--- config.mk ---
export PLATFORM = sky130hd
export DESIGN_NAME = dsf_top
export DESIGN_NICKNAME = d
export VERILOG_FILES = /design/src/pkg/dsf_pkg.sv /design/src/rtl/dsf_timer.sv /design/src/rtl/dsf_top.sv
export SDC_FILE = /design/constraint.sdc
export NUM_CORES = 1
export LEC_CHECK = 0
export BUFFER_PORTS_ARGS = -buffer_cell sky130_fd_sc_hd__buf_2
export CORE_UTILIZATION = 40
export CTS_CLUSTER_DIAMETER = 200
export CTS_CLUSTER_SIZE = 10
export DETAILED_ROUTE_END_ITERATION = 7
export SLEW_MARGIN = 20
export SYNTH_ARGS = -nofsm -noshare
export SYNTH_HDL_FRONTEND = slang
export SYNTH_SLANG_ARGS = --single-unit
--- constraint.sdc ---
create_clock -name clk_sys -period 2.58 [get_ports clk_sys]
set_input_delay 0.129 -clock clk_sys [delete_from_list [all_inputs] [get_ports clk_sys]]
set_output_delay 0.129 -clock clk_sys [all_outputs]
set_load 0.05 [all_outputs]
--- src/pkg/dsf_pkg.sv ---
// Package of constants for the disk controller status-flag block.
package dsf_pkg;
  // ****************************************************************
  // Register byte offsets
  // ****************************************************************
  localparam logic [7:0] OFS_FLAGS = 8'h00;
  localparam logic [7:0] OFS_CMD = 8'h04;
  localparam logic [7:0] OFS_CTRL = 8'h08;
  localparam logic [7:0] OFS_MASK = 8'h0c;
  // ****************************************************************
  // Field positions in the interface flag register
  // ****************************************************************
  localparam int FLG_ACT_TO = 2;
  localparam int FLG_UPD_TO = 3;
  localparam int FLG_ADDR_ERR = 4;
  localparam int FLG_RD_ERR = 5;
  localparam int FLG_SECT_ERR = 6;
  localparam int FLG_NOT_BUSY = 7;
  // ****************************************************************
  // Command word fields and control bits
  // ****************************************************************
  localparam int CMD_OP_LSB = 0;
  localparam int CMD_OP_W = 4;
  localparam int CMD_TRK_LSB = 8;
  localparam int CMD_TRK_W = 9;
  localparam int CTRL_DEV_CLEAR = 0;
  localparam int CTRL_SYS_INIT = 1;
  localparam int MASK_IRQ_BIT = 5;
  localparam logic [CMD_TRK_W-1:0] TRACK_MAX = 9'h197;
  localparam logic [7:0] MASK_RESET = 8'h00;
  localparam logic [7:0] FLAGS_RESET = 8'h80;
  // ****************************************************************
  // Timing
  // ****************************************************************
  localparam longint CLK_HZ = 100000000;
  localparam longint UPD_TIMEOUT_MS = 2000;
  localparam longint ACT_TIMEOUT_MS = 16000;
  localparam int TMR_W = 32;
  localparam logic [TMR_W-1:0] UPD_TICKS = TMR_W'(UPD_TIMEOUT_MS * (CLK_HZ / 1000));
  localparam logic [TMR_W-1:0] ACT_TICKS = TMR_W'(ACT_TIMEOUT_MS * (CLK_HZ / 1000));
  // ****************************************************************
  // Operation codes
  // ****************************************************************
  typedef enum logic [3:0] {
    OP_NONE = 4'h0,
    OP_READ = 4'h1,
    OP_CHECK = 4'h2,
    OP_WRITE = 4'h3,
    OP_FORMAT = 4'h4,
    OP_RESTORE = 4'h5,
    OP_UPD_READ = 4'h6,
    OP_UPD_WRITE = 4'h7,
    OP_UPD_CHECK = 4'h8,
    OP_ALL = 4'hf
  } dsf_op_t;
endpackage : dsf_pkg

--- src/rtl/dsf_timer.sv ---
// One-shot timeout counter used for the update and activity timers.
`timescale 1ns/1ps
module dsf_timer #(
  parameter logic [dsf_pkg::TMR_W-1:0] TICKS = dsf_pkg::UPD_TICKS
) (
  input wire logic clk_sys,
  input wire logic rst_n,
  input wire logic start,
  input wire logic stop,
  output logic running,
  output logic expired
);
  logic [dsf_pkg::TMR_W-1:0] cnt_r;
  logic run_r;
  logic exp_r;
  wire logic at_end = run_r && (cnt_r == TICKS - 1'b1);

  // Stop wins over start, so an abort cannot leave a stale timer running.
  // Expiry is a one-cycle pulse, so a later clear is never undone by a lingering level.
  always_ff @(posedge clk_sys or negedge rst_n) begin
    if (!rst_n) begin
      cnt_r <= '0;
      run_r <= 1'b0;
      exp_r <= 1'b0;
    end else if (stop) begin
      cnt_r <= '0;
      run_r <= 1'b0;
      exp_r <= 1'b0;
    end else if (start) begin
      cnt_r <= '0;
      run_r <= 1'b1;
      exp_r <= 1'b0;
    end else if (at_end) begin
      run_r <= 1'b0;
      exp_r <= 1'b1;
    end else begin
      exp_r <= 1'b0;
      if (run_r) begin
        cnt_r <= cnt_r + 1'b1;
      end
    end
  end

  assign running = run_r;
  assign expired = exp_r;
endmodule : dsf_timer

--- src/rtl/dsf_top.sv ---
// Status flags, timers and interrupt of the disk controller behind APB.
`timescale 1ns/1ps
module dsf_top #(
  parameter logic [dsf_pkg::TMR_W-1:0] UPD_TICKS = dsf_pkg::UPD_TICKS,
  parameter logic [dsf_pkg::TMR_W-1:0] ACT_TICKS = dsf_pkg::ACT_TICKS
) (
  input wire logic clk_sys,
  input wire logic rst_n,
  input wire logic psel,
  input wire logic penable,
  input wire logic pwrite,
  input wire logic [7:0] paddr,
  input wire logic [31:0] pwdata,
  output logic [31:0] prdata,
  output logic pready,
  output logic pslverr,
  input wire logic drive_done,
  input wire logic sector_fmt_only,
  output logic drive_start,
  output logic drive_abort,
  output logic [3:0] drive_op,
  output logic [8:0] drive_track,
  output logic irq
);
  // ****************************************************************
  // Pin synchronisers
  // ****************************************************************
  logic [1:0] sync1_r;
  logic [1:0] sync2_r;
  always_ff @(posedge clk_sys or negedge rst_n) begin
    if (!rst_n) begin
      sync1_r <= 2'h0;
      sync2_r <= 2'h0;
    end else begin
      sync1_r <= {sector_fmt_only, drive_done};
      sync2_r <= sync1_r;
    end
  end
  wire logic done_s = sync2_r[0];
  wire logic fmt_only_s = sync2_r[1];

  // ****************************************************************
  // APB decode
  // ****************************************************************
  wire logic setup_ph = psel && !penable;
  wire logic wr_acc = psel && penable && pwrite;
  wire logic hit_flags = (paddr == dsf_pkg::OFS_FLAGS);
  wire logic hit_cmd = (paddr == dsf_pkg::OFS_CMD);
  wire logic hit_ctrl = (paddr == dsf_pkg::OFS_CTRL);
  wire logic hit_mask = (paddr == dsf_pkg::OFS_MASK);
  wire logic hit_any = hit_flags || hit_cmd || hit_ctrl || hit_mask;
  wire logic cmd_wr = wr_acc && hit_cmd;
  wire logic ctrl_wr = wr_acc && hit_ctrl;
  wire logic mask_wr = wr_acc && hit_mask;

  // Device clear and system init act alike on this block.
  wire logic clr = ctrl_wr && (pwdata[dsf_pkg::CTRL_DEV_CLEAR] || pwdata[dsf_pkg::CTRL_SYS_INIT]);

  // ****************************************************************
  // State
  // ****************************************************************
  logic busy_r;
  logic lock_r;
  logic [3:0] op_r;
  logic rd_err_r;
  logic addr_err_r;
  logic sect_err_r;
  logic upd_to_r;
  logic act_to_r;
  logic [7:0] mask_r;
  logic irq_r;
  logic start_r;
  logic abort_r;
  logic [8:0] trk_r;
  logic [31:0] prdata_r;
  logic pslverr_r;
  logic pready_r;
  logic upd_run;
  logic upd_exp;
  logic act_run;
  logic act_exp;

  // ****************************************************************
  // Command decode
  // ****************************************************************
  wire logic [3:0] cmd_op = pwdata[dsf_pkg::CMD_OP_LSB +: dsf_pkg::CMD_OP_W];
  wire logic [8:0] cmd_trk = pwdata[dsf_pkg::CMD_TRK_LSB +: dsf_pkg::CMD_TRK_W];
  wire logic op_is_all = (cmd_op == dsf_pkg::OP_ALL);
  wire logic reading = busy_r && (op_r == dsf_pkg::OP_READ);
  // Commands while busy are ignored; only the all-ops word is noticed.
  wire logic cmd_take = cmd_wr && !busy_r && !clr;
  wire logic cmd_locked = cmd_take && lock_r;
  wire logic cmd_run = cmd_take && !lock_r;
  wire logic bad_trk = cmd_trk > dsf_pkg::TRACK_MAX;
  wire logic chk_bad = cmd_run && (cmd_op == dsf_pkg::OP_CHECK) && bad_trk;
  wire logic go = cmd_run && !chk_bad && !op_is_all;
  wire logic act_start = cmd_wr && op_is_all && reading && !clr;
  wire logic fin = busy_r && done_s && !clr;

  wire logic fin_rd_type = (op_r == dsf_pkg::OP_READ) || (op_r == dsf_pkg::OP_CHECK) ||
    (op_r == dsf_pkg::OP_UPD_READ) || (op_r == dsf_pkg::OP_UPD_CHECK);
  wire logic fin_clr_type = (op_r == dsf_pkg::OP_RESTORE) || (op_r == dsf_pkg::OP_FORMAT) ||
    (op_r == dsf_pkg::OP_WRITE) || (op_r == dsf_pkg::OP_UPD_WRITE);
  // A good sector leaves the flag alone, so repeated reads never raise it.
  wire logic rd_err_set = fin && fin_rd_type && fmt_only_s;
  wire logic rd_err_clr = clr || (fin && fin_clr_type);
  wire logic restore_run = cmd_run && (cmd_op == dsf_pkg::OP_RESTORE);
  wire logic upd_start = fin && (op_r == dsf_pkg::OP_UPD_READ);
  wire logic upd_stop = clr || cmd_wr;

  // ****************************************************************
  // Timers
  // ****************************************************************
  dsf_timer #(.TICKS(UPD_TICKS)) u_upd_tmr (
    .clk_sys(clk_sys),
    .rst_n(rst_n),
    .start(upd_start),
    .stop(upd_stop),
    .running(upd_run),
    .expired(upd_exp)
  );

  dsf_timer #(.TICKS(ACT_TICKS)) u_act_tmr (
    .clk_sys(clk_sys),
    .rst_n(rst_n),
    .start(act_start),
    .stop(clr),
    .running(act_run),
    .expired(act_exp)
  );

  // ****************************************************************
  // Command sequencing
  // ****************************************************************
  always_ff @(posedge clk_sys or negedge rst_n) begin
    if (!rst_n) begin
      busy_r <= 1'b0;
      op_r <= 4'h0;
      trk_r <= 9'h000;
      start_r <= 1'b0;
      abort_r <= 1'b0;
    end else begin
      start_r <= go;
      abort_r <= clr && busy_r;
      if (clr) begin
        busy_r <= 1'b0;
      end else if (go) begin
        busy_r <= 1'b1;
        op_r <= cmd_op;
        trk_r <= cmd_trk;
      end else if (done_s) begin
        busy_r <= 1'b0;
      end
    end
  end

  // ****************************************************************
  // Error and timeout flags
  // ****************************************************************
  // Hardware sets win over clears arriving in the same cycle.
  always_ff @(posedge clk_sys or negedge rst_n) begin
    if (!rst_n) begin
      rd_err_r <= 1'b0;
      addr_err_r <= 1'b0;
      sect_err_r <= 1'b0;
      upd_to_r <= 1'b0;
      act_to_r <= 1'b0;
      lock_r <= 1'b0;
    end else begin
      if (rd_err_set) begin
        rd_err_r <= 1'b1;
      end else if (rd_err_clr || restore_run) begin
        rd_err_r <= 1'b0;
      end
      if (chk_bad) begin
        addr_err_r <= 1'b1;
        sect_err_r <= 1'b1;
      end else if (clr || restore_run) begin
        addr_err_r <= 1'b0;
        sect_err_r <= 1'b0;
      end
      if (cmd_locked) begin
        upd_to_r <= 1'b1;
      end else if (clr) begin
        upd_to_r <= 1'b0;
      end
      if (upd_exp) begin
        lock_r <= 1'b1;
      end else if (clr) begin
        lock_r <= 1'b0;
      end
      if (act_exp) begin
        act_to_r <= 1'b1;
      end else if (clr) begin
        act_to_r <= 1'b0;
      end
    end
  end

  // ****************************************************************
  // Interrupt
  // ****************************************************************
  wire logic irq_nxt = !busy_r && mask_r[dsf_pkg::MASK_IRQ_BIT];
  always_ff @(posedge clk_sys or negedge rst_n) begin
    if (!rst_n) begin
      mask_r <= dsf_pkg::MASK_RESET;
      irq_r <= 1'b0;
    end else begin
      if (mask_wr) begin
        mask_r <= pwdata[7:0];
      end
      irq_r <= irq_nxt;
    end
  end

  // ****************************************************************
  // APB read path
  // ****************************************************************
  wire logic [7:0] flags = {!busy_r, sect_err_r, rd_err_r, addr_err_r, upd_to_r, act_to_r,
    2'b00};
  wire logic [31:0] rd_mux = hit_flags ? {24'h000000, flags} :
    hit_mask ? {24'h000000, mask_r} : 32'h00000000;

  // Read data is captured in the setup phase, so every access ends at once.
  always_ff @(posedge clk_sys or negedge rst_n) begin
    if (!rst_n) begin
      prdata_r <= 32'h00000000;
      pslverr_r <= 1'b0;
      pready_r <= 1'b0;
    end else begin
      pready_r <= 1'b1;
      if (setup_ph) begin
        prdata_r <= rd_mux;
        pslverr_r <= !hit_any;
      end
    end
  end

  assign prdata = prdata_r;
  assign pready = pready_r;
  assign pslverr = pslverr_r;
  assign drive_start = start_r;
  assign drive_abort = abort_r;
  assign drive_op = op_r;
  assign drive_track = trk_r;
  assign irq = irq_r;

  // ****************************************************************
  // Checks
  // ****************************************************************
  property p_bad_check;
    @(posedge clk_sys) disable iff (!rst_n)
      chk_bad |=> addr_err_r && sect_err_r && !start_r;
  endproperty
  a_bad_check: assert property (p_bad_check) else $error("bad-track check missed errors");

  property p_clr_errs;
    @(posedge clk_sys) disable iff (!rst_n)
      (clr && !chk_bad && !rd_err_set) |=> !addr_err_r && !sect_err_r && !rd_err_r;
  endproperty
  a_clr_errs: assert property (p_clr_errs) else $error("clear left an error flag");

  property p_clr_abort;
    @(posedge clk_sys) disable iff (!rst_n)
      (clr && busy_r) |=> !busy_r ##1 irq_r == mask_r[dsf_pkg::MASK_IRQ_BIT];
  endproperty
  a_clr_abort: assert property (p_clr_abort) else $error("clear did not end command");

  property p_good_read;
    @(posedge clk_sys) disable iff (!rst_n)
      (fin && op_r == dsf_pkg::OP_READ && !fmt_only_s && !rd_err_r) |=> !rd_err_r;
  endproperty
  a_good_read: assert property (p_good_read) else $error("good read raised read error");

  property p_lockout;
    @(posedge clk_sys) disable iff (!rst_n)
      (lock_r && cmd_take) |=> upd_to_r && !busy_r && !start_r;
  endproperty
  a_lockout: assert property (p_lockout) else $error("locked command not aborted");

  property p_unlock;
    @(posedge clk_sys) disable iff (!rst_n)
      (clr && !upd_exp) |=> !lock_r && !upd_to_r && !act_to_r && !upd_run && !act_run;
  endproperty
  a_unlock: assert property (p_unlock) else $error("clear kept lockout or timer");

  property p_irq_busy;
    @(posedge clk_sys) disable iff (!rst_n)
      $rose(busy_r) |=> !irq_r;
  endproperty
  a_irq_busy: assert property (p_irq_busy) else $error("interrupt while busy");

  property p_irq_mask;
    @(posedge clk_sys) disable iff (!rst_n)
      (mask_wr && pwdata[7:0] == 8'h20 && !busy_r && !go && !clr) |=> ##1 irq_r;
  endproperty
  a_irq_mask: assert property (p_irq_mask) else $error("no interrupt with mask set");

  property p_irq_zero;
    @(posedge clk_sys) disable iff (!rst_n)
      (mask_wr && pwdata[7:0] == 8'h00) |=> ##1 !irq_r;
  endproperty
  a_irq_zero: assert property (p_irq_zero) else $error("interrupt with zero mask");

  property p_act_start;
    @(posedge clk_sys) disable iff (!rst_n)
      act_start |=> act_run && !act_to_r;
  endproperty
  a_act_start: assert property (p_act_start) else $error("activity timer not started");

  property p_upd_flag;
    @(posedge clk_sys) disable iff (!rst_n)
      upd_exp && !clr |=> lock_r;
  endproperty
  a_upd_flag: assert property (p_upd_flag) else $error("expiry did not lock out");
endmodule : dsf_top

After elaboration in Yosys (flattened, before gate mapping)
Cells that the tools add are included.
Storage, ports and cells
  bits in registers: 136
Cells by class
  magnitude comparators: 1
  mux-type cells: 33
  reductions and logical operators: 65
  bitwise logic cells: 1
  equality and inequality tests: 18
  add/sub/neg operators: 2
Operator list (number)
  32-bit two-way mux: 8
  32-bit by 1-bit adder with 32-bit output (second input constant): 2
  32-bit by 28-bit == test with 1-bit output (second input constant): 1
  32-bit by 31-bit == test with 1-bit output (second input constant): 1
  1-bit logical AND: 30
  1-bit two-way mux: 23
  4-bit by 3-bit == test with 1-bit output (second input constant): 5
  8-bit by 4-bit == test with 1-bit output (second input constant): 2
  8-bit two-way mux: 2
  3-bit nonzero test: 5
  1-bit logical OR: 14
  4-bit by 2-bit == test with 1-bit output (second input constant): 3
  2-bit nonzero test: 5
  9-bit greater-than comparator (second input constant): 1
  4-bit == test (second input constant): 2
  8-bit by 3-bit == test with 1-bit output (second input constant): 1
  8-bit logical NOT: 1
  1-bit logical NOT: 7
  2-bit AND reduction: 3
  4-bit by 1-bit == test with 1-bit output (second input constant): 1
  3-bit by 1-bit != test with 1-bit output (second input constant): 1
  3-bit != test (second input constant): 1
  1-bit inverter: 1

Longest topological paths before layout
Gate-level depths: netlist of run 1.
  depth after elaboration: 14
  depth in mapped cells: 7
  depth with buffers taken out: 6

Hierarchy
Synthesis of run 1 repeated with hierarchy kept, for this count alone.
Second synthesis, totals
  cell total of the unflattened synthesis: 568
  area total of the unflattened synthesis: 5813.1 um2
By module, submodules not included
  dsf_top: instances 1, cells each 168, area an instance 2053.2 um2
  dsf_timer at u_upd_tmr: instances 1, cells each 206, area an instance 1901.8 um2
  dsf_timer at u_act_tmr: instances 1, cells each 194, area an instance 1858.0 um2

Worst setup path after synthesis of run 1
No wires, ideal clock.
  kind: register to register
  from: reg u_act_tmr.cnt_r[17] in the netlist's numbering
  to: reg u_act_tmr.cnt_r[1] in the netlist's numbering
  cell stages (with the launch flop): 8
  path slack: 0.195 ns
  arrival: 2.261 ns
  period minus slack after synthesis: 2.385 ns
  buffers on the path: 2
  required time: 2.455 ns
  cells stage by stage: dfrtp_1 -> nand4_1 -> nand4b_1 -> o41ai_1 -> clkbuf_1 -> buf_2 -> mux2i_1 -> nor2_1
Between the ends
  longest elaborated chain between the ends: 4
RTL lines
  start, declared: line dsf_timer.sv:13  | logic [dsf_pkg::TMR_W-1:0] cnt_r;
  start signal, assigned: line dsf_timer.sv:39  | cnt_r <= cnt_r + 1'b1;
  32-bit by 31-bit == test with 1-bit output: line dsf_timer.sv:16  | wire logic at_end = run_r && (cnt_r == TICKS - 1'b1);
  1-bit logical AND: line dsf_timer.sv:16
  3-bit != test (no line)
  2-bit AND reduction (no line)
Every way passes these cells.
A chain may end at the register's enable or synchronous reset.

Worst setup path in the final report of run 1
  from: reg u_upd_tmr.cnt_r[0] in the netlist's numbering
  to: reg u_upd_tmr.cnt_r[24] in the netlist's numbering
Between the ends
  longest elaborated chain between the ends: 5
  elaborated cells between the ends (all ways): 9
  those cells by class: 1 x add/sub; 2 x eq/ne; 4 x mux; 2 x reduce/logical
RTL lines
  start, declared: line dsf_timer.sv:13
  start signal, assigned: line dsf_timer.sv:39
  32-bit by 1-bit adder with 32-bit output: line dsf_timer.sv:39
  32-bit two-way mux: line dsf_timer.sv:38  | if (run_r) begin
  32-bit two-way mux: line dsf_timer.sv:33  | end else if (at_end) begin
  32-bit two-way mux: line dsf_timer.sv:29  | end else if (start) begin
  32-bit two-way mux: line dsf_timer.sv:25  | end else if (stop) begin
Several ways; a longest one is shown, not always the timed one. The select of a mux whose other input is x is not followed.

==> flow_metrics.py, run 1 <==
metrics = {
    "die": {
        "num_rows": 43,
        "ios": 97,
        "die_area_sq_um": 14600,
        "start_util_pct": 40.9,
        "core-area_sq_um": 13800,
        "die_x_microns": 121,
        "die_h_microns": 121,
    },
    "logic_synthesis": {
        "ys_warn_count": 0,
        "avgSynthCellArea_sq_um": 9.94,
        "synth-main-ff-cell": "dfrtp_1",
        "synth_area_leaders": "dfrtp_1 (50%), buf_4 (3.2%), nand2_1 (3.1%)",
        "ys_seq_area_share_pct": 49.6,
        "synth-edff-count": 0,
        "synth.largest_area_cell": "dfrtp_1",
        "ys_async_sr_fraction_pct": 100,
        "ys_ff_latch": 112,
        "synth_cell_types": 53,
        "synthesis.area_sq_um": 5660,
        "syn_inst": 569,
        "yosysTopAreaCellShare_pct": 49.6,
    },
    "cts": {
        "cts_resized": 0,
        "clk_pin_slew_worst_paths_ps": 80,
        "root_buffer": "clkbuf_16",
        "htree_levels": 3,
        "cts_made_buffers": 9,
        "cts_tree": "built",
        "cts_setup_buffers": 0,
        "holdBufCountCts": 9,
        "cts.sinks": 112,
        "clk_latency_ps": 360,
        "cts_max_path_buffers": 2,
    },
    "sta": {
        "tightest_slew_ps": 970,
        "slew_violations": 0,
        "hold_slack_ps": 10.8,
        "fin_crit_sh_pct": 88.8,
        "max_freq_ghz": 0.437,
        "min_period_ps": 2290,
        "rsz0062_at_grt": "false",
        "finalSetupTns_ps": 0,
        "skew_ps": 11.4,
        "slew_headroom_pct": 35.3,
        "setup_violations": 0,
        "hold_viol_final": 0,
    },
    "critical_path": {
        "crit_path_cell_trace": "ha_1 -> nand2_1 -> or4_1 -> a211o_1 -> or4_1 -> nand2_1",
        "r2r-start": "u_upd_tmr.cnt_r[0]$_DFFE_PN0P_",
        "crit_fanout": 5,
        "slowest_stage": "or4_1",
        "critical-path-max-stage-delay_ps": 630,
        "r2r_cells": 6,
        "end_kind": "register",
        "regToRegEndpoint": "u_upd_tmr.cnt_r[24]$_DFFE_PN0P_",
        "arrival_ps": 2590,
        "crit_path_start": "u_upd_tmr.cnt_r[0]$_DFFE_PN0P_",
        "r2r_slack_ps": 290,
        "cp-start-kind": "register",
        "required_ps": 2880,
        "path_class": "register to register",
        "crit_end": "u_upd_tmr.cnt_r[24]$_DFFE_PN0P_",
    },
    "placement": {
        "gp_congestion": 0.812,
        "port_buffers": 57,
        "dp_hpwl_microns": 8800,
    },
    "job": {
        "maxCapViolations": 0,
    },
    "global_routing": {
        "grt_first_pass_wirelength_microns": 20900,
        "grt_pass1_vias": 4443,
        "grt-ovfl-total": 0,
        "grt_max_degree": 46,
        "track_usage_pct": 18.1,
        "antenna_found_initial": 0,
    },
    "hold_path": {
        "hp-class": "input pin to register",
        "hp-start": "pwdata[5]",
    },
    "power": {
        "totalPowerFinal_mw": 4.94,
        "p_leak_nw": 2.95,
        "p_per_area_nw_per_um2": 749,
        "ir_drop_v": 0.000493,
    },
    "layout": {
        "utilization_pct": 47.6,
        "fin_nets": 692,
        "drive_above_1_share_pct": 18.2,
        "syn_to_final_growth_pct": 16.5,
        "fillCellCount": 1282,
        "diodes": 0,
    },
    "route": {
        "wire_per_inst_microns": 14.8,
        "drc": 0,
        "detail_route.first_pass.iterations": 4,
        "drtIter0Drc": 244,
        "ant_nets": 0,
        "vias": 4497,
        "drt_wl_total_microns": 12200,
        "viasPerCell": 5.43,
    },
    "run_status": {
        "status": "complete, no violations",
    },
}
## cell type report
class	instances	area (sq um)	area share (%)
Sequential cell	112	2800	42.5
Multi-Input combinational cell	423	2630	40.0
Timing Repair Buffer	85	546	8.28
Clock buffer	9	225	3.42
Tap cell	180	225	3.42
Clock inverter	7	110	1.67
Inverter	12	45.0	0.684
## kinds of logic after synthesis
logic type | after synthesis | share of synthesized area, %
flops | 112 | 49.6
mux | 19 | 4.34
buf+inv | 57 | 5.53
fa+ha+maj | 2 | 0.442
simple gates | 246 | 24.3
compound gates | 105 | 11.7
other cells | 2 | 0.133
xor+xnor | 26 | 4.03
## routing by layer
layer  global-route usage (%)  wire length, microns  vias up
li1                         -                     -     2195
met1                     22.8                  5560     2204
met2                     30.4                  6050       89
met3                     4.79                   470        9
met4                     5.17                   150        0
met5                        0                     0        -
## cells in the final DEF (no fill, tap or decap), types with 9 or more instances in the layout
cell type      synthesis  layout
a21oi_1               32      32
o31ai_1               12      12
conb_1                 2      25
nand4_1               16      16
xnor2_1               14      14
inv_1                 12      12
mux2_4                 9       9
nand3_1               31      31
and4_1                 9       9
o21ai_0               27      27
dlygate4sd3_1          0       9
buf_2                  1      56
nor4_1                14      14
buf_4                 24      18
xor2_1                12      12
or4_1                 18      18
nor3_1                16      16
clkbuf_16              0       9
nand2_1               46      46
nor2_1                39      39
or3_1                 20      20
dfrtp_1              112     112
## registers in the layout, summed over array words and instances, names as in the netlist, 2 cells and up
name             flops
u_upd_tmr.cnt_r     32
drive_op             4
sync1_r              2
u_act_tmr.cnt_r     32
drive_track          9
sync2_r              2
mask_r               8
prdata               8
## synth_stat cells (6+ instances only)
master    instances
mux2_4            9
nand2_1          46
or3_1            20
nand3_1          31
a22oi_1           6
nor4_1           14
or4_1            18
xor2_1           12
buf_4            24
dfrtp_1         112
inv_1            12
mux2_2            8
nor2_1           39
and3_1            8
clkbuf_1         18
a21oi_1          32
o31ai_1          12
and4_1            9
nand4_1          16
o21ai_0          27
nor3_1           16
xnor2_1          14
## how the worst min path moves through the flow
stage / to / slack, ps / cells past startpoint
final: mask_r[5]$_DFFE_PN0P_ / 10 / 2
after global routing: drive_track[8]$_DFFE_PN0P_ / 4 / 2
after CTS: mask_r[5]$_DFFE_PN0P_ / 0.4 / 2
after detailed placement: prdata[2]$_DFFE_PN0P_ / 150 / 1
after global placement: prdata[2]$_DFFE_PN0P_ / 150 / 1
after floorplan: act_to_r$_DFFE_PN0P_ / -170 / 0
## report_power, final
part | switching, mW | internal (mW)
combinational | 0.675 | 0.406
clock | 0.695 | 0.874
sequential | 0.282 | 2.00
total | 1.65 | 3.28
## critical path: cells and delay by family, from the launching register on
| family | cells | cell delay [ps] |
|---|---|---|
| flip-flops | 1 | 410 |
| adder cells (fa/ha/maj) | 1 | 200 |
| AO/OA/AOI/OAI | 1 | 360 |
| AND/OR/NAND/NOR | 4 | 1260 |
## metrics by stage
stage | worst slack [ps] | instance area, sq um | instances
2_1_floorplan | 195 | 5740 | 592
3_3_place_gp | 112 | 6160 | 803
3_5_place_dp | 91.8 | 6160 | 803
4_1_cts | 263 | 6590 | 828
5_1_grt | 176 | 6590 | 828
6_report | 290 | 6590 | 828
(Power assumes the default switching activity.)
==> inputs of run 2 (changes only) <==
- CORE_UTILIZATION: 40 -> 56
- CTS_CLUSTER_SIZE: 10 -> unset
- PLACE_DENSITY: unset -> 0.8
==> run 2 against run 1 <==
Effect of this change:
- combinational power about the same
- cell area is 1.9% lower
- non-clock buffer count rose by 7
- final cell count decreased by 5.1%
- clock-buffer cell count grew 2
- die area fell by 28%
- critical path type unchanged
==> flow_metrics.py, run 2 (synthesis gave the netlist of run 1 again) <==
metrics = {
    "run_status": {
        "status": "complete, no violations",
    },
    "power": {
        "switching_share_pct": 34.1,
        "ir_drop_v": 0.000603,
        "pwr-share-comb_pct": 23.9,
        "clkPwrFrac_pct": 25.2,
        "p_leak_nw": 2.92,
        "power_switching_mw": 1.54,
        "intPower_mw": 2.97,
        "p_seq_share_pct": 50.9,
        "p_per_area_nw_per_um2": 698,
    },
    "global_routing": {
        "grt_max_degree": 38,
        "track_usage_pct": 25.3,
        "antenna_found_initial": 0,
        "grt_pass1_vias": 4418,
        "grt-ovfl-total": 0,
        "grt_first_pass_wirelength_microns": 20500,
    },
    "sta": {
        "hold_viol_final": 0,
        "min_period_ps": 2330,
        "skew_ps": 15.4,
        "slew_violations": 0,
        "finalSetupTns_ps": 0,
        "tightest_slew_ps": 942,
        "setup_violations": 0,
        "max_freq_ghz": 0.429,
        "slew_headroom_pct": 37.2,
        "hold_slack_ps": 43.2,
        "layout_setup_ws_ps": 250,
        "rsz0062_at_grt": "false",
        "fin_crit_sh_pct": 90.3,
    },
    "critical_path": {
        "crit_path_start": "u_upd_tmr.cnt_r[0]$_DFFE_PN0P_",
        "crit_family": "simple AND/OR/NAND/NOR gates",
        "r2r_slack_ps": 250,
        "cp-start-kind": "register",
        "critical-path-max-stage-delay_ps": 600,
        "arrival_ps": 2660,
        "slowest_stage": "or4_1",
        "crit_path_cell_trace": "ha_1 -> nand2_1 -> or4_1 -> a211o_1 -> or4_1 -> nand2_1",
        "end_kind": "register",
        "r2r_cells": 6,
        "r2r-start": "u_upd_tmr.cnt_r[0]$_DFFE_PN0P_",
        "cp_num_buf_inv": 0,
        "crit_fanout": 7,
        "path_class": "register to register",
        "regToRegEndpoint": "u_upd_tmr.cnt_r[24]$_DFFE_PN0P_",
        "required_ps": 2910,
    },
    "layout": {
        "final_cell_mix": "dfrtp_1 (112), buf_2 (56), nand2_1 (46)",
        "diodes": 0,
        "drive_above_1_share_pct": 17.6,
        "final_area_sq_um": 6460,
        "fin_nets": 699,
        "mostFrequentLayoutCell": "dfrtp_1",
        "utilization_pct": 66.1,
        "syn_to_final_growth_pct": 14.2,
    },
    "route": {
        "drtIter0Drc": 246,
        "viasPerCell": 5.90,
        "drt_wl_total_microns": 12400,
        "vias": 4638,
        "detail_route.first_pass.iterations": 5,
        "drc": 0,
        "ant_nets": 0,
        "wire_per_inst_microns": 15.7,
    },
    "placement": {
        "gp_congestion": 0.854,
        "dpl_cell_area_sq_um": 6090,
        "port_buffers": 57,
        "pre_cts_ws_ps": 8.96,
        "dp_hpwl_microns": 8580,
    },
    "cts": {
        "cts_made_buffers": 9,
        "cts.sinks": 112,
        "cts_max_path_buffers": 2,
        "clk_pin_slew_worst_paths_ps": 100,
        "cts_resized": 0,
        "root_buffer": "clkbuf_8",
        "clk_latency_ps": 390,
        "cts_setup_buffers": 0,
        "cts_tree": "built",
        "htree_levels": 3,
    },
    "job": {
        "maxCapViolations": 0,
    },
    "die": {
        "core-area_sq_um": 9770,
        "die_area_sq_um": 10500,
        "start_util_pct": 57.9,
        "die_x_microns": 102,
        "num_rows": 36,
        "ios": 97,
        "die_h_microns": 102,
    },
    "hold_path": {
        "holdPathEnd": "mask_r[2]$_DFFE_PN0P_",
        "hp-start": "pwdata[2]",
        "hold-path-cell-count": 2,
        "hp-class": "input pin to register",
    },
}
-- run 2: repair_timing --
item                                    in CTS  in global routing
endpoints found under the setup margin       0                  0
hold buffers                                16                  0
hold endpoints to repair                    48                  0
-- run 2: final cells by class --
type | instances | area (sq um)
repair buffers | 92 | 603
flip-flops and latches | 112 | 2800
fillers | 776 | 3310
clock inverters | 3 | 67.6
well taps | 133 | 166
clock buffers | 11 | 141
inverters | 12 | 45.0
multi-input cells | 423 | 2630
-- run 2: worst max-delay path by stage --
stage	to	slack [ps]	cells after the start
global placement	drive_track[0]$_DFFE_PN0P_	80	7
floorplan	u_act_tmr.cnt_r[1]$_DFFE_PN0P_	190	7
CTS	u_upd_tmr.cnt_r[24]$_DFFE_PN0P_	270	6
detailed placement	drive_track[2]$_DFFE_PN0P_	9	7
finish	u_upd_tmr.cnt_r[24]$_DFFE_PN0P_	250	6
global route	u_upd_tmr.cnt_r[28]$_DFFE_PN0P_	150	7
-- run 2: power groups by stage --
stage	Combinational, mW	Clock, mW	Sequential, mW
after floorplan	0.861	0	2.25
after global placement	1.01	0	2.29
after detailed placement	1.06	0	2.32
after CTS	1.08	1.16	2.28
after global routing	1.23	1.23	2.34
final	1.08	1.14	2.29
-- run 2: per-stage QoR --
| stage | total power, mW | cells |
|---|---|---|
| 2_1_floorplan | 3.11 | 592 |
| 3_3_place_gp | 3.30 | 756 |
| 3_5_place_dp | 3.37 | 756 |
| 4_1_cts | 4.53 | 786 |
| 5_1_grt | 4.80 | 786 |
| 6_report | 4.51 | 786 |
-- run 2: per-layer routing --
layer  vias to the layer above  track usage (%)  share of wire (%)
met1                      2264             31.8                 43
li1                       2215                -                  -
met3                        16             6.58                5.6
met5                         -                0                  0
met2                       143             42.7                 50
met4                         0             8.46                1.3
==> inputs of run 3 (changes only) <==
- BUFFER_PORTS_ARGS: -buffer_cell sky130_fd_sc_hd__buf_2 -> unset
- CORE_UTILIZATION: 56 -> 64
- DONT_BUFFER_PORTS: unset -> 1
- SKIP_CTS_REPAIR_TIMING: unset -> 1
==> run 3 against run 2 <==
Effect of this change:
- the run now ends with negative hold slack left
- register-to-register slack got worse by 40 ps
- global-route usage up 1.3 points
- cell area shrank 4.6%
- first-iteration DRC count increased by 25%
- wire length up 0.36%
- combinational power fell by 6%
- clock skew decreased by 7.5 ps
- critical endpoint unchanged
- largest cell class unchanged
- largest power group unchanged
==> flow_metrics.py, run 3 (synthesis gave the netlist of run 1 again) <==
metrics = {
    "run_status": {
        "status": "finished with violations",
        "violations": "negative hold slack",
    },
    "layout": {
        "final_cell_mix": "dfrtp_1 (112), nand2_1 (46), nor2_1 (39)",
        "mostFrequentLayoutCell": "dfrtp_1",
        "diodes": 0,
        "fin_nets": 645,
        "stdcell_count": 706,
        "drive_above_1_share_pct": 9.82,
        "syn_to_final_growth_pct": 9.03,
        "fillCellCount": 577,
        "final_area_sq_um": 6170,
    },
    "cts": {
        "clk_latency_ps": 380,
        "clk_pin_slew_worst_paths_ps": 110,
        "htree_levels": 3,
        "cts_max_path_buffers": 2,
        "cts_made_buffers": 9,
        "cts_tree": "built",
        "cts.sinks": 112,
        "root_buffer": "clkbuf_8",
    },
    "power": {
        "p_per_area_nw_per_um2": 711,
        "totalPowerFinal_mw": 4.39,
        "p_leak_nw": 2.66,
        "ir_drop_v": 0.000485,
    },
    "placement": {
        "pre_cts_ws_ps": -3.72,
        "port_buffers": 0,
        "dp_hpwl_microns": 8080,
        "dp.cells": 669,
        "dpl_cell_area_sq_um": 5750,
        "gp_congestion": 0.821,
    },
    "die": {
        "die_h_microns": 96.0,
        "ios": 97,
        "core-area_sq_um": 8380,
        "die_area_sq_um": 9220,
        "start_util_pct": 67.5,
        "num_rows": 33,
        "die_x_microns": 96.0,
    },
    "critical_path": {
        "end_kind": "register",
        "r2r_slack_ps": 210,
        "arrival_ps": 2690,
        "required_ps": 2900,
        "regToRegEndpoint": "u_upd_tmr.cnt_r[24]$_DFFE_PN0P_",
        "path_class": "register to register",
        "cp-start-kind": "register",
        "crit_fanout": 7,
        "r2r-start": "u_upd_tmr.cnt_r[0]$_DFFE_PN0P_",
        "r2r_cells": 6,
    },
    "sta": {
        "slew_headroom_pct": 34.5,
        "skew_ps": 7.88,
        "setup_violations": 0,
        "finalSetupTns_ps": 0,
        "layout_setup_ws_ps": 213,
        "rsz0062_at_grt": "false",
        "slew_violations": 0,
        "hold_viol_final": 112,
        "fin_crit_sh_pct": 91.8,
        "max_freq_ghz": 0.422,
        "hold_slack_ps": -569,
        "min_period_ps": 2370,
        "tightest_slew_ps": 982,
    },
    "global_routing": {
        "grt_pass1_vias": 3992,
        "track_usage_pct": 26.6,
        "antenna_found_initial": 0,
        "grt-ovfl-total": 0,
        "grt_max_degree": 113,
        "grt_first_pass_wirelength_microns": 18900,
    },
    "route": {
        "detail_route.first_pass.iterations": 5,
        "drtIter0Drc": 308,
        "ant_nets": 0,
        "drt_wl_total_microns": 12400,
        "wire_per_inst_microns": 17.6,
        "vias": 4568,
        "viasPerCell": 6.47,
        "drc": 0,
    },
    "job": {
        "maxCapViolations": 0,
    },
    "hold_path": {
        "hp-class": "input pin to async pin",
    },
}
## run 3: cell types whose count changed in the layout (fill, tap and decap cells not counted), sizes merged
cell / before / now
buf: 76 / 17
inv: 12 / 14
clkbuf: 11 / 9
clkinv: 0 / 1
clkinvlp: 1 / 3
dlygate4sd3: 16 / 21
bufinv: 2 / 1
## run 3: stage by stage
| stage | util [%] | hold slack (ps) |
|---|---|---|
| finish | 73.6 | -569 |
| floorplan | - | -167 |
| detailed placement | 68.6 | -165 |
| CTS | 71.1 | -578 |
| global placement | 68.6 | -165 |
| global route | 73.6 | -589 |
## run 3: critical path: stages (launching register included)
cell and delay, ps:
dfrtp_1 420, ha_1 210, nand2_1 160, or4_1 620, a211o_1 340, or4_1 490, nand2_1 80
## run 3: layout make-up
| type | count | area (sq um) | share of cell area, % |
|---|---|---|---|
| flip-flops and latches | 112 | 2800 | 45.5 |
| clock buffers | 9 | 124 | 2.01 |
| clock inverters | 7 | 78.8 | 1.28 |
| repair buffers | 38 | 350 | 5.68 |
| multi-input cells | 423 | 2630 | 42.7 |
| inverters | 12 | 45.0 | 0.731 |
| well taps | 105 | 131 | 2.13 |
## run 3: routing by layer
metal,share of wire (%),GRT usage [%],vias up,wire length (microns)
met5,0,0,-,0
met4,1.3,7.46,0,161
met3,5.6,5.53,18,698
met2,50,44.6,165,6270
met1,43,35.1,2283,5290
li1,-,-,2102,-
## run 3: power breakdown
part	leakage (nW)	switching (mW)	internal, mW	total (mW)
Clock	0.0925	0.617	0.458	1.07
Combinational	1.19	0.623	0.388	1.01
Sequential	1.38	0.297	2.00	2.30
## run 3: how the worst max path moves through the flow
stage                                            to  slack, ps                            start  cells after the start
finish              u_upd_tmr.cnt_r[24]$_DFFE_PN0P_        210   u_upd_tmr.cnt_r[0]$_DFFE_PN0P_                      6
global route        u_upd_tmr.cnt_r[16]$_DFFE_PN0P_         70   u_upd_tmr.cnt_r[0]$_DFFE_PN0P_                      6
CTS                 u_upd_tmr.cnt_r[24]$_DFFE_PN0P_        240   u_upd_tmr.cnt_r[0]$_DFFE_PN0P_                      6
detailed placement       drive_track[8]$_DFFE_PN0P_         -4                         paddr[1]                      5
global placement         drive_track[2]$_DFFE_PN0P_         60                         paddr[7]                      5
floorplan            u_act_tmr.cnt_r[1]$_DFFE_PN0P_        190  u_act_tmr.cnt_r[17]$_DFFE_PN0P_                      7
